--- src/include/acs_params.svh ---
`ifndef ACS_PARAMS_SVH
`define ACS_PARAMS_SVH

// Register offsets on the plain register port
`define ACS_ADDR_W          4
`define ACS_OFF_STATUS      4'h0
`define ACS_OFF_ENABLE      4'h1
`define ACS_OFF_MODE        4'h2
`define ACS_OFF_SETTLE      4'h3
`define ACS_OFF_DIVIDE      4'h8
// Result slots sit at 4..7: address bits 3:2 equal 01
`define ACS_SLOT_PAGE       2'h1

// Field positions
`define ACS_EN_BIT          0
`define ACS_INTE_BIT        1
`define ACS_OVF_BIT         2

// Reset values
`define ACS_PTR_RST         2'h3
`define ACS_SETTLE_RST      8'h01
`define ACS_DIVIDE_RST      8'h31

// Mode codes of the scan field
`define ACS_SCAN_SINGLE     2'h0
`define ACS_SCAN_FOUR       2'h1

// Converter timing
`define ACS_SYS_CLK_NS      10
`define ACS_CONV_CLK_MIN_NS 500
`define ACS_CONV_TICKS      10
`define ACS_CHANNELS        12
`define ACS_SAR_TRIAL       8'h80

`endif

--- src/include/acs_pkg.sv ---
`default_nettype none
package acs_pkg;

  typedef struct packed {
    logic       wr;
    logic       rd;
    logic [3:0] addr;
    logic [7:0] wdata;
  } acs_bus_req_t;

  typedef struct packed {
    logic       start;
    logic [1:0] scan;
    logic       repeat_select;
    logic [3:0] channel;
  } acs_mode_t;

  typedef enum logic [1:0] {
    ACS_IDLE,
    ACS_SAMPLE,
    ACS_SETTLE,
    ACS_CONVERT
  } acs_state_t;

endpackage : acs_pkg
`default_nettype wire

--- src/logic/acs_clkdiv.sv ---
`include "acs_params.svh"
`default_nettype none
module acs_clkdiv
  import acs_pkg::*;
#(
  parameter int DIV_W      = 8,
  parameter int MIN_CYCLES = 50
) (
  input  wire logic             sys_clk,
  input  wire logic             nrst,
  input  wire logic             ce,
  input  wire logic             run,
  input  wire logic [DIV_W-1:0] divide,
  output logic                  tick
);

  // The floor must fit the counter, or the 2 MHz ceiling is lost
  if (MIN_CYCLES < 2 || DIV_W < 1 || DIV_W > 16 ||
      MIN_CYCLES >= (1 << (DIV_W + 1))) begin : g_chk
    $error("acs_clkdiv: unsupported parameters");
  end

  logic [DIV_W:0] count_reg;
  logic [DIV_W:0] count_next;
  logic [DIV_W:0] limit;
  logic           tick_reg;
  logic           tick_next;
  logic [15:0]    gap_reg;

  // Fast settings are raised to the floor, so none beats the converter clock ceiling
  always_comb begin
    limit = {1'b0, divide} + (DIV_W+1)'(1);
    if (limit < (DIV_W+1)'(MIN_CYCLES)) begin
      limit = (DIV_W+1)'(MIN_CYCLES);
    end
    count_next = count_reg;
    tick_next  = 1'b0;
    if (!run) begin
      count_next = '0;
    end else if (count_reg >= limit - (DIV_W+1)'(1)) begin
      count_next = '0;
      tick_next  = 1'b1;
    end else begin
      count_next = count_reg + (DIV_W+1)'(1);
    end
  end

  always_ff @(posedge sys_clk) begin
    if (!nrst) begin
      count_reg <= '0;
      tick_reg  <= 1'b0;
    end else if (ce) begin
      count_reg <= count_next;
      tick_reg  <= tick_next;
    end
  end

  assign tick = tick_reg;

  always_ff @(posedge sys_clk) begin
    if (!nrst || !run) begin
      gap_reg <= 16'hffff;
    // Counts enabled edges only, so a frozen block is not a fast tick
    end else if (ce && tick_reg) begin
      gap_reg <= 16'h0001;
    end else if (ce && gap_reg != 16'hffff) begin
      gap_reg <= gap_reg + 16'h0001;
    end
  end

  a_tick_min_gap: assert property (@(posedge sys_clk)
    disable iff (!nrst)
    (ce && tick_reg) |-> gap_reg >= 16'(MIN_CYCLES))
    else $error("converter clock faster than allowed");

endmodule : acs_clkdiv
`default_nettype wire

--- src/logic/acs_result_mem.sv ---
`default_nettype none
module acs_result_mem
  import acs_pkg::*;
#(
  parameter int DEPTH = 4,
  parameter int WIDTH = 8
) (
  input  wire logic                     sys_clk,
  input  wire logic                     nrst,
  input  wire logic                     ce,
  input  wire logic                     we,
  input  wire logic [$clog2(DEPTH)-1:0] waddr,
  input  wire logic [WIDTH-1:0]         wdata,
  input  wire logic                     re,
  input  wire logic [$clog2(DEPTH)-1:0] raddr,
  output logic      [WIDTH-1:0]         rdata
);

  if (DEPTH < 2 || WIDTH < 1) begin : g_chk
    $error("acs_result_mem: unsupported parameters");
  end

  logic [WIDTH-1:0] mem_reg  [DEPTH];
  logic [WIDTH-1:0] mem_next [DEPTH];
  logic [WIDTH-1:0] rdata_reg;
  logic [WIDTH-1:0] rdata_next;

  always_comb begin
    mem_next   = mem_reg;
    rdata_next = rdata_reg;
    if (we) begin
      mem_next[waddr] = wdata;
    end
    // Read returns the value held before a same-cycle write
    if (re) begin
      rdata_next = mem_reg[raddr];
    end
  end

  always_ff @(posedge sys_clk) begin
    if (!nrst) begin
      for (int i = 0; i < DEPTH; i++) begin
        mem_reg[i] <= '0;
      end
      rdata_reg <= '0;
    end else if (ce) begin
      mem_reg   <= mem_next;
      rdata_reg <= rdata_next;
    end
  end

  assign rdata = rdata_reg;

endmodule : acs_result_mem
`default_nettype wire

--- src/logic/acs_sequencer.sv ---
// Summary of operation
// - Results are unsigned 8-bit, 00 hex at zero volts to FF at reference.
// - One of twelve inputs is routed to the converter by channel select.
// - A programmable settling delay follows sampling, same in every mode.
// - Converter clock comes from the system clock by a programmable divider.
// - A conversion takes ten converter clocks; that clock stays at 2 MHz max.
// - Four result slots, from one channel repeated or four adjacent channels.
// - Scan 00 single channel, 01 four-channel scan; repeat 0 once, 1 forever.
// - Single mode: one conversion into slot zero, clear start, set done.
// - With interrupt enabled, a pulse goes out when done is set.
// - Continuous single channel fills slots 0..3, done after slot three.
// - Continuous mode keeps start until cleared, wrapping slot three to zero.
// - Clearing start in continuous single channel ends after the current one.
// - Status holds a 2-bit pointer to the last written slot.
// - Scan converts four adjacent channels from the base into slots 0..3.
// - Reading any result slot clears the done flag.
// - Storing into an unread slot overwrites it and sets the overrun flag.
// - A start edge loads the pointer with 11; each store increments it.
`include "acs_params.svh"
`default_nettype none
module acs_sequencer
  import acs_pkg::*;
#(
  parameter int SETTLE_W = 8,
  parameter int DIV_W    = 8
) (
  input  wire logic         sys_clk,
  input  wire logic         nrst,
  input  wire logic         ce,
  input  wire acs_bus_req_t bus_req,
  output logic [7:0]        bus_rdata,
  input  wire logic         cmp_above,
  output logic [3:0]        chan_sel,
  output logic              sample_hold,
  output logic [7:0]        dac_code,
  output logic              conv_irq
);

  localparam int MIN_CYCLES =
    (`ACS_CONV_CLK_MIN_NS + `ACS_SYS_CLK_NS - 1) / `ACS_SYS_CLK_NS;

  if (SETTLE_W < 1 || SETTLE_W > 8 || DIV_W < 1 || DIV_W > 8) begin : g_chk
    $error("acs_sequencer: register fields are at most 8 bits");
  end

  function automatic logic is_slot(input logic [3:0] a);
    return a[3:2] == `ACS_SLOT_PAGE;
  endfunction : is_slot

  // Wraps past the last input so a scan never selects a reserved code
  function automatic logic [3:0] chan_add(input logic [3:0] b,
                                          input logic [1:0] o);
    logic [4:0] s;
    s = {1'b0, b} + {3'b000, o};
    if (s >= 5'(`ACS_CHANNELS)) begin
      s = s - 5'(`ACS_CHANNELS);
    end
    return s[3:0];
  endfunction : chan_add

  logic                enable_reg, enable_next;
  logic                inte_reg, inte_next;
  acs_mode_t           mode_reg, mode_next, mode_wr;
  logic [SETTLE_W-1:0] settle_reg, settle_next;
  logic [DIV_W-1:0]    divide_reg, divide_next;
  logic                eoc_reg, eoc_next;
  logic                ovf_reg, ovf_next;
  logic [1:0]          ptr_reg, ptr_next;
  logic [3:0]          unread_reg, unread_next;
  acs_state_t          state_reg, state_next;
  logic [7:0]          cnt_reg, cnt_next;
  logic [7:0]          code_reg, code_next;
  logic [2:0]          bit_reg, bit_next;
  logic                irq_reg, irq_next;
  logic [3:0]          chan_reg, chan_next;
  logic                cmp_meta_reg, cmp_sync_reg;
  logic                rd_slot_reg, rd_slot_next;
  logic [7:0]          rdata_reg, rdata_next;
  logic [7:0]          mem_rdata;
  logic                tick;
  logic                wr_en, rd_en, start_edge, res_we, done, group_end;
  logic [1:0]          wr_slot;

  assign wr_en   = ce && bus_req.wr;
  assign rd_en   = ce && bus_req.rd;
  assign mode_wr = acs_mode_t'(bus_req.wdata);
  assign wr_slot = ptr_reg + 2'h1;
  // Start only counts when enabled and the start bit is not already set
  assign start_edge = wr_en && bus_req.addr == `ACS_OFF_MODE &&
                      !mode_reg.start && mode_wr.start && enable_reg;

  acs_clkdiv #(
    .DIV_W      (DIV_W),
    .MIN_CYCLES (MIN_CYCLES)
  ) u_clkdiv (
    .sys_clk (sys_clk),
    .nrst    (nrst),
    .ce      (ce),
    .run     (state_reg != ACS_IDLE),
    .divide  (divide_reg),
    .tick    (tick)
  );

  acs_result_mem #(
    .DEPTH (4),
    .WIDTH (8)
  ) u_mem (
    .sys_clk (sys_clk),
    .nrst    (nrst),
    .ce      (ce),
    .we      (res_we),
    .waddr   (wr_slot),
    .wdata   (code_reg),
    .re      (rd_en && is_slot(bus_req.addr)),
    .raddr   (bus_req.addr[1:0]),
    .rdata   (mem_rdata)
  );

  always_comb begin
    enable_next = enable_reg;
    inte_next   = inte_reg;
    mode_next   = mode_reg;
    settle_next = settle_reg;
    divide_next = divide_reg;
    eoc_next    = eoc_reg;
    ovf_next    = ovf_reg;
    ptr_next    = ptr_reg;
    unread_next = unread_reg;
    state_next  = state_reg;
    cnt_next    = cnt_reg;
    code_next   = code_reg;
    bit_next    = bit_reg;
    irq_next    = 1'b0;
    res_we      = 1'b0;
    done        = 1'b0;
    group_end   = wr_slot == 2'h3;
    if (ce) begin
      if (wr_en) begin
        case (bus_req.addr)
          `ACS_OFF_ENABLE: begin
            enable_next = bus_req.wdata[`ACS_EN_BIT];
            inte_next   = bus_req.wdata[`ACS_INTE_BIT];
          end
          `ACS_OFF_MODE: begin
            if (mode_reg.start) begin
              mode_next.start = mode_wr.start;
            end else begin
              mode_next       = mode_wr;
              mode_next.start = mode_wr.start && enable_reg;
            end
          end
          `ACS_OFF_SETTLE: settle_next = bus_req.wdata[SETTLE_W-1:0];
          `ACS_OFF_DIVIDE: divide_next = bus_req.wdata[DIV_W-1:0];
          `ACS_OFF_STATUS: begin
            if (bus_req.wdata[`ACS_OVF_BIT]) begin
              ovf_next = 1'b0;
            end
          end
          default: ;
        endcase
      end
      if (rd_en && is_slot(bus_req.addr)) begin
        eoc_next = 1'b0;
        unread_next[bus_req.addr[1:0]] = 1'b0;
      end
      unique case (state_reg)
        ACS_IDLE: begin
          if (start_edge) begin
            ptr_next   = `ACS_PTR_RST;
            state_next = ACS_SAMPLE;
          end
        end
        ACS_SAMPLE: begin
          if (tick) begin
            state_next = ACS_SETTLE;
            cnt_next   = 8'(settle_reg);
          end
        end
        ACS_SETTLE: begin
          if (tick) begin
            if (cnt_reg == 8'h00) begin
              state_next = ACS_CONVERT;
              code_next  = `ACS_SAR_TRIAL;
              bit_next   = 3'h7;
            end else begin
              cnt_next = cnt_reg - 8'h01;
            end
          end
        end
        ACS_CONVERT: begin
          if (tick) begin
            // Successive approximation, MSB first, one bit per tick
            if (cnt_reg < 8'h08) begin
              code_next[bit_reg] = cmp_sync_reg;
              if (bit_reg != 3'h0) begin
                code_next[3'(bit_reg - 3'h1)] = 1'b1;
              end
              bit_next = bit_reg - 3'h1;
            end
            cnt_next = cnt_reg + 8'h01;
            if (cnt_reg == 8'(`ACS_CONV_TICKS - 1)) begin
              res_we   = 1'b1;
              cnt_next = 8'h00;
              ptr_next = wr_slot;
              unread_next[wr_slot] = 1'b1;
              if (unread_reg[wr_slot]) begin
                ovf_next = 1'b1;
              end
              // Scan ends on slot three, one channel on every store
              if (!mode_reg.repeat_select) begin
                done = mode_reg.scan != `ACS_SCAN_FOUR || group_end;
              end else begin
                done = !mode_next.start &&
                       (mode_reg.scan != `ACS_SCAN_FOUR || group_end);
              end
              if (done || (mode_reg.repeat_select && group_end)) begin
                eoc_next = 1'b1;
                irq_next = inte_reg;
              end
              if (done) begin
                state_next = ACS_IDLE;
                if (!mode_reg.repeat_select) begin
                  mode_next.start = 1'b0;
                end
              end else begin
                state_next = ACS_SAMPLE;
              end
            end
          end
        end
      endcase
      if (!enable_next) begin
        // Disabling drops the sequence and its flags at once
        state_next      = ACS_IDLE;
        mode_next.start = 1'b0;
        eoc_next        = 1'b0;
        ovf_next        = 1'b0;
        irq_next        = 1'b0;
        res_we          = 1'b0;
      end
    end
  end

  // Scan walks the channels with the slot being filled
  always_comb begin
    if (mode_reg.scan == `ACS_SCAN_FOUR) begin
      chan_next = chan_add(mode_reg.channel, wr_slot);
    end else begin
      chan_next = chan_add(mode_reg.channel, 2'h0);
    end
  end

  always_comb begin
    rd_slot_next = 1'b0;
    rdata_next   = 8'h00;
    if (rd_en) begin
      rd_slot_next = is_slot(bus_req.addr);
      case (bus_req.addr)
        `ACS_OFF_STATUS: rdata_next = {2'b00, ptr_reg, 1'b0, ovf_reg,
                                       state_reg != ACS_IDLE, eoc_reg};
        `ACS_OFF_ENABLE: rdata_next = {6'h00, inte_reg, enable_reg};
        `ACS_OFF_MODE:   rdata_next = mode_reg;
        `ACS_OFF_SETTLE: rdata_next = 8'(settle_reg);
        `ACS_OFF_DIVIDE: rdata_next = 8'(divide_reg);
        default:         rdata_next = 8'h00;
      endcase
    end
  end

  always_ff @(posedge sys_clk) begin
    if (!nrst) begin
      enable_reg   <= 1'b0;
      inte_reg     <= 1'b0;
      mode_reg     <= '0;
      settle_reg   <= SETTLE_W'(`ACS_SETTLE_RST);
      divide_reg   <= DIV_W'(`ACS_DIVIDE_RST);
      eoc_reg      <= 1'b0;
      ovf_reg      <= 1'b0;
      ptr_reg      <= `ACS_PTR_RST;
      unread_reg   <= 4'h0;
      state_reg    <= ACS_IDLE;
      cnt_reg      <= 8'h00;
      code_reg     <= 8'h00;
      bit_reg      <= 3'h7;
      irq_reg      <= 1'b0;
      chan_reg     <= 4'h0;
      cmp_meta_reg <= 1'b0;
      cmp_sync_reg <= 1'b0;
      rd_slot_reg  <= 1'b0;
      rdata_reg    <= 8'h00;
    end else if (ce) begin
      enable_reg   <= enable_next;
      inte_reg     <= inte_next;
      mode_reg     <= mode_next;
      settle_reg   <= settle_next;
      divide_reg   <= divide_next;
      eoc_reg      <= eoc_next;
      ovf_reg      <= ovf_next;
      ptr_reg      <= ptr_next;
      unread_reg   <= unread_next;
      state_reg    <= state_next;
      cnt_reg      <= cnt_next;
      code_reg     <= code_next;
      bit_reg      <= bit_next;
      irq_reg      <= irq_next;
      chan_reg     <= chan_next;
      cmp_meta_reg <= cmp_above;
      cmp_sync_reg <= cmp_meta_reg;
      rd_slot_reg  <= rd_slot_next;
      rdata_reg    <= rdata_next;
    end
  end

  assign bus_rdata   = rd_slot_reg ? mem_rdata : rdata_reg;
  assign chan_sel    = chan_reg;
  assign sample_hold = state_reg == ACS_SAMPLE;
  assign dac_code    = code_reg;
  assign conv_irq    = irq_reg;

  a_start_when_off: assert property (@(posedge sys_clk)
    disable iff (!nrst)
    (wr_en && bus_req.addr == `ACS_OFF_MODE && !enable_reg &&
     !mode_reg.start) |=> !mode_reg.start)
    else $error("start accepted while disabled");

  a_disable_aborts: assert property (@(posedge sys_clk)
    disable iff (!nrst)
    (wr_en && bus_req.addr == `ACS_OFF_ENABLE &&
     !bus_req.wdata[`ACS_EN_BIT]) |=>
    state_reg == ACS_IDLE && !mode_reg.start && !eoc_reg && !ovf_reg)
    else $error("disable did not abort");

  a_ptr_load: assert property (@(posedge sys_clk)
    disable iff (!nrst)
    start_edge && state_reg == ACS_IDLE |=>
    ptr_reg == 2'h3 && state_reg == ACS_SAMPLE)
    else $error("pointer not loaded on start");

  a_ptr_advance: assert property (@(posedge sys_clk)
    disable iff (!nrst)
    res_we |=> ptr_reg == $past(ptr_reg) + 2'h1 && unread_reg[ptr_reg])
    else $error("pointer did not follow the store");

  a_single_done: assert property (@(posedge sys_clk)
    disable iff (!nrst)
    (res_we && !mode_reg.repeat_select && mode_reg.scan == `ACS_SCAN_SINGLE) |=>
    !mode_reg.start && eoc_reg && state_reg == ACS_IDLE && ptr_reg == 2'h0)
    else $error("single conversion did not finish");

  // Done may already be set in continuous mode; the pulse still follows
  a_irq_with_eoc: assert property (@(posedge sys_clk)
    disable iff (!nrst)
    (conv_irq && $past(ce)) |->
    eoc_reg && $past(inte_reg) && $past(state_reg == ACS_CONVERT))
    else $error("interrupt without a fresh done flag");

  a_ovf_on_full: assert property (@(posedge sys_clk)
    disable iff (!nrst)
    (res_we && unread_reg[wr_slot]) |=> ovf_reg)
    else $error("overrun not flagged");

  a_eoc_read_clr: assert property (@(posedge sys_clk)
    disable iff (!nrst)
    (rd_en && is_slot(bus_req.addr) && !res_we && enable_reg) |=> !eoc_reg)
    else $error("slot read left done set");

  a_repeat_select_keeps: assert property (@(posedge sys_clk)
    disable iff (!nrst)
    (res_we && mode_reg.repeat_select && mode_next.start) |=>
    state_reg == ACS_SAMPLE && mode_reg.start)
    else $error("continuous mode stopped by itself");

endmodule : acs_sequencer
`default_nettype wire

--- config.mk ---
export PLATFORM = sky130hd
export DESIGN_NAME = acs_sequencer
export DESIGN_NICKNAME = d
export VERILOG_FILES = /design/src/include/acs_pkg.sv /design/src/logic/acs_clkdiv.sv /design/src/logic/acs_result_mem.sv /design/src/logic/acs_sequencer.sv
export VERILOG_INCLUDE_DIRS = /design/src /design/src/include
export SDC_FILE = /design/constraint.sdc
export NUM_CORES = 1
export LEC_CHECK = 0
export BUFFER_PORTS_ARGS = -buffer_cell sky130_fd_sc_hd__buf_2
export CAP_MARGIN = 15
export CORE_MARGIN = 8
export CORE_UTILIZATION = 60
export CTS_CLUSTER_SIZE = 30
export DETAILED_ROUTE_END_ITERATION = 10
export GPL_ROUTABILITY_DRIVEN = 0
export GPL_TIMING_DRIVEN = 0
export PLACE_DENSITY = 0.79
export SLEW_MARGIN = 10
export SYNTH_ARGS = -nofsm -noshare
export SYNTH_HDL_FRONTEND = slang
export SYNTH_SLANG_ARGS = --single-unit
--- constraint.sdc ---
create_clock -name sys_clk -period 6.4 [get_ports sys_clk]
set_clock_uncertainty 0.05 [all_clocks]
set_input_delay 1.28 -clock sys_clk [delete_from_list [all_inputs] [get_ports sys_clk]]
set_output_delay 1.28 -clock sys_clk [all_outputs]
set_load 0.02 [all_outputs]
==> qor.yml <==
status: "finished clean"
syn-cell-area_mm2: 0.00697
regToRegSetupSlack_ps: 1920
cts_resized: 0
synth_seq_cells: 121
avgSynthCellArea_um2: 8.56
hold_viol_final: 0
pwr-share-seq_pct: 43.2
grt_pass1_wl_um: 32200
pre_cts_slack_ps: 1970
combPwrFrac_pct: 4.7
cts_hold_buffers: 0
crit_chain: "buf_2 -> and3_1 -> nand3_1 -> mux2_2 -> and3_1 -> or2_2 -> ha_1 -> o21ai_0 -> nor3_1 -> a211o_1 -> ha_1 -> o2111ai_1 -> nor3_1 -> or3_1 -> o21ai_0"
wl_per_cell_um: 19.5
clock-sinks: 121
hold_class: "flip-flop to flip-flop"
cp-end-kind: "flip-flop"
fill_cells: 914
worstPathArrival_ps: 4720
final_common_cell: "dfxtp_1"
hold_path_depth: 2
grt.total_usage_pct: 26.9
async_flop_share_pct: 0
power.internal_mw: 1.32
ir_drop_uv: 257
dieHeight_um: 124
clk_latency_ps: 420
slowest_stage: "nor3_1"
p_per_area_mw_per_mm2: 223
drv_slew: 0
die_w_um: 124
min_from: "u_mem.mem_reg[3]"
critPathMaxFanout: 10
r2r_start: "divide_reg[3]"
drt-pass1-iter-count: 5
fmax_mhz: 223
cts_tree: "done"
largest_register_ffs: 32
swShare_pct: 24.9
die_area_mm2: 0.0153
diodes: 0
grt_max_degree: 17
most-common-layout-cells: "dfxtp_1 (121), nand2_1 (119), mux2i_1 (68), nor2_1 (54), a21oi_1 (42)"
period_share_pct: 70.0
initial_core_util_pct: 61.3
fin_crit_ps: 4480
grt_overflow: 0
postCtsSetupRepairBufs: 0
ios: 40
area_growth_pct: 13.4
leakage_nw: 3.03
antenna_found_initial: 0
max_cap_violations: 0
cts_buffers: 17
post-route-util_pct: 69.5
synth_cells: 814
finalSetupTns_ps: 0
syn-num-nets: 863
cts-root-buf: "clkbuf_16"
avgViaCountPerCell: 6.41
rr_worst_depth: 15
routed-via-count: 6572
relSlewSlack_pct: 36.9
clockBufferDepth: 2
core_mm2: 0.0114
r2r_end: "u_clkdiv.count_reg[8]"
required_ps: 6640
post-dp-hpwl_um: 14300
yosys_warnings: 0
grt_setup_unrepaired: "false"
cp_top_family: "simple AND/OR/NAND/NOR gates"
clockPowerShare_pct: 52.1
ys_seq_area_share_pct: 34.8
nets: 919
switching_power_mw: 0.439
ys.flop_type: "dfxtp_1"
worstSetupStartpointType: "flip-flop"
drive_gt1_share_pct: 12.8
num_rows: 39
setup_violations: 0
port_buffers: 36
drc_errors: 0
min_to: "u_mem.mem_reg[3]"
ys_types: 74
ant_nets: 0
worst_slack_ps: 1920
tightest_slew_ps: 943
critPathMaxStageDelay_ps: 720
critical_path_buf_inv_count: 1
crit_type: "flip-flop to flip-flop"
synth-edff-count: 0
path_clk_slew_ps: 60
drt-initial-drc-count: 663
grt_pass1_vias: 6314
cts-htree-levels: 4
routed_wl_um: 20000
## routing by layer
metal / global-route usage, % / up-vias / wire, um
li1: - / 3067 / -
met1: 33.6 / 3152 / 8430
met2: 44.0 / 293 / 9560
met3: 6.26 / 60 / 1320
met4: 11.1 / 0 / 682
met5: 0 / - / 0
## layout make-up
type	instances	area (um2)	share of cell area, %
clock buffer	17	425	5.38
sequential	121	2420	30.7
inverter	29	109	1.38
multi-input combinational	614	4240	53.7
clock inverter	15	141	1.79
buffer	50	200	2.53
timing repair buffer	37	185	2.34
tap	143	179	2.26
## power groups by stage
stage / Sequential, mW / Clock (mW) / Combinational, mW
6_report: 0.761 / 0.918 / 0.0827
5_1_grt: 0.761 / 0.962 / 0.0886
4_1_cts: 0.761 / 0.926 / 0.0807
3_5_place_dp: 0.777 / 0 / 0.0797
3_3_place_gp: 0.777 / 0 / 0.0774
2_1_floorplan: 0.777 / 0 / 0.0497
## cell usage after synthesis (all sizes together) (6+ instances only)
cell type  count  area, um2
o21ai         40        200
o2bb2ai       10       87.6
nor3          16       85.1
and3          11       71.3
nor2          59        234
a31oi          7       43.8
ha            30        375
clkbuf        39        146
nand2        119        447
a211oi         6       45.0
buf           11       53.8
inv           28        105
a32oi          6       52.6
o31ai          7       52.6
xor2          10       87.6
nand3         25        125
mux4          11        248
mux2i         68        681
dfxtp        121       2420
nand2b        16        100
and2           7       43.8
xnor2          9       78.8
nor2b          6       37.5
mux2          10        113
a21oi         42        210
## per-stage QoR
step	power, mW	std cells	hold WS (ps)	cell area, um2
finish	1.76	1026	404	7900
detailed placement	0.857	993	398	7330
global route	1.81	1026	426	7900
CTS	1.77	1025	406	7900
floorplan	0.827	814	382	6970
global placement	0.854	993	390	7330
## worst max-delay path by stage
stage / slack, ps / cells after the start / startpoint / endpoint
after global routing: 1590 / 15 / divide_reg[3] / u_clkdiv.count_reg[8]
after CTS: 1970 / 15 / divide_reg[3] / u_clkdiv.count_reg[8]
after detailed placement: 1970 / 15 / divide_reg[3] / u_clkdiv.count_reg[8]
after floorplan: 2540 / 16 / divide_reg[0] / u_clkdiv.count_reg[6]
after global placement: 2120 / 15 / divide_reg[0] / u_clkdiv.count_reg[8]
final: 1920 / 15 / divide_reg[3] / u_clkdiv.count_reg[8]
## kinds of logic after synthesis
logic type / Yosys count / synth area share (%)
fa+ha+maj: 31 / 5.67
flops: 121 / 34.8
xor+xnor: 19 / 2.39
mux: 89 / 14.9
compound gates: 178 / 17.2
simple gates: 297 / 20.7
buf+inv: 79 / 4.43
## tightest hold or removal path, stage by stage, from the launching register on
cell and delay, ps:
dfxtp_1 310, nand2_1 50, mux2i_1 50
Note: power is estimated with default switching activity, not from simulation.
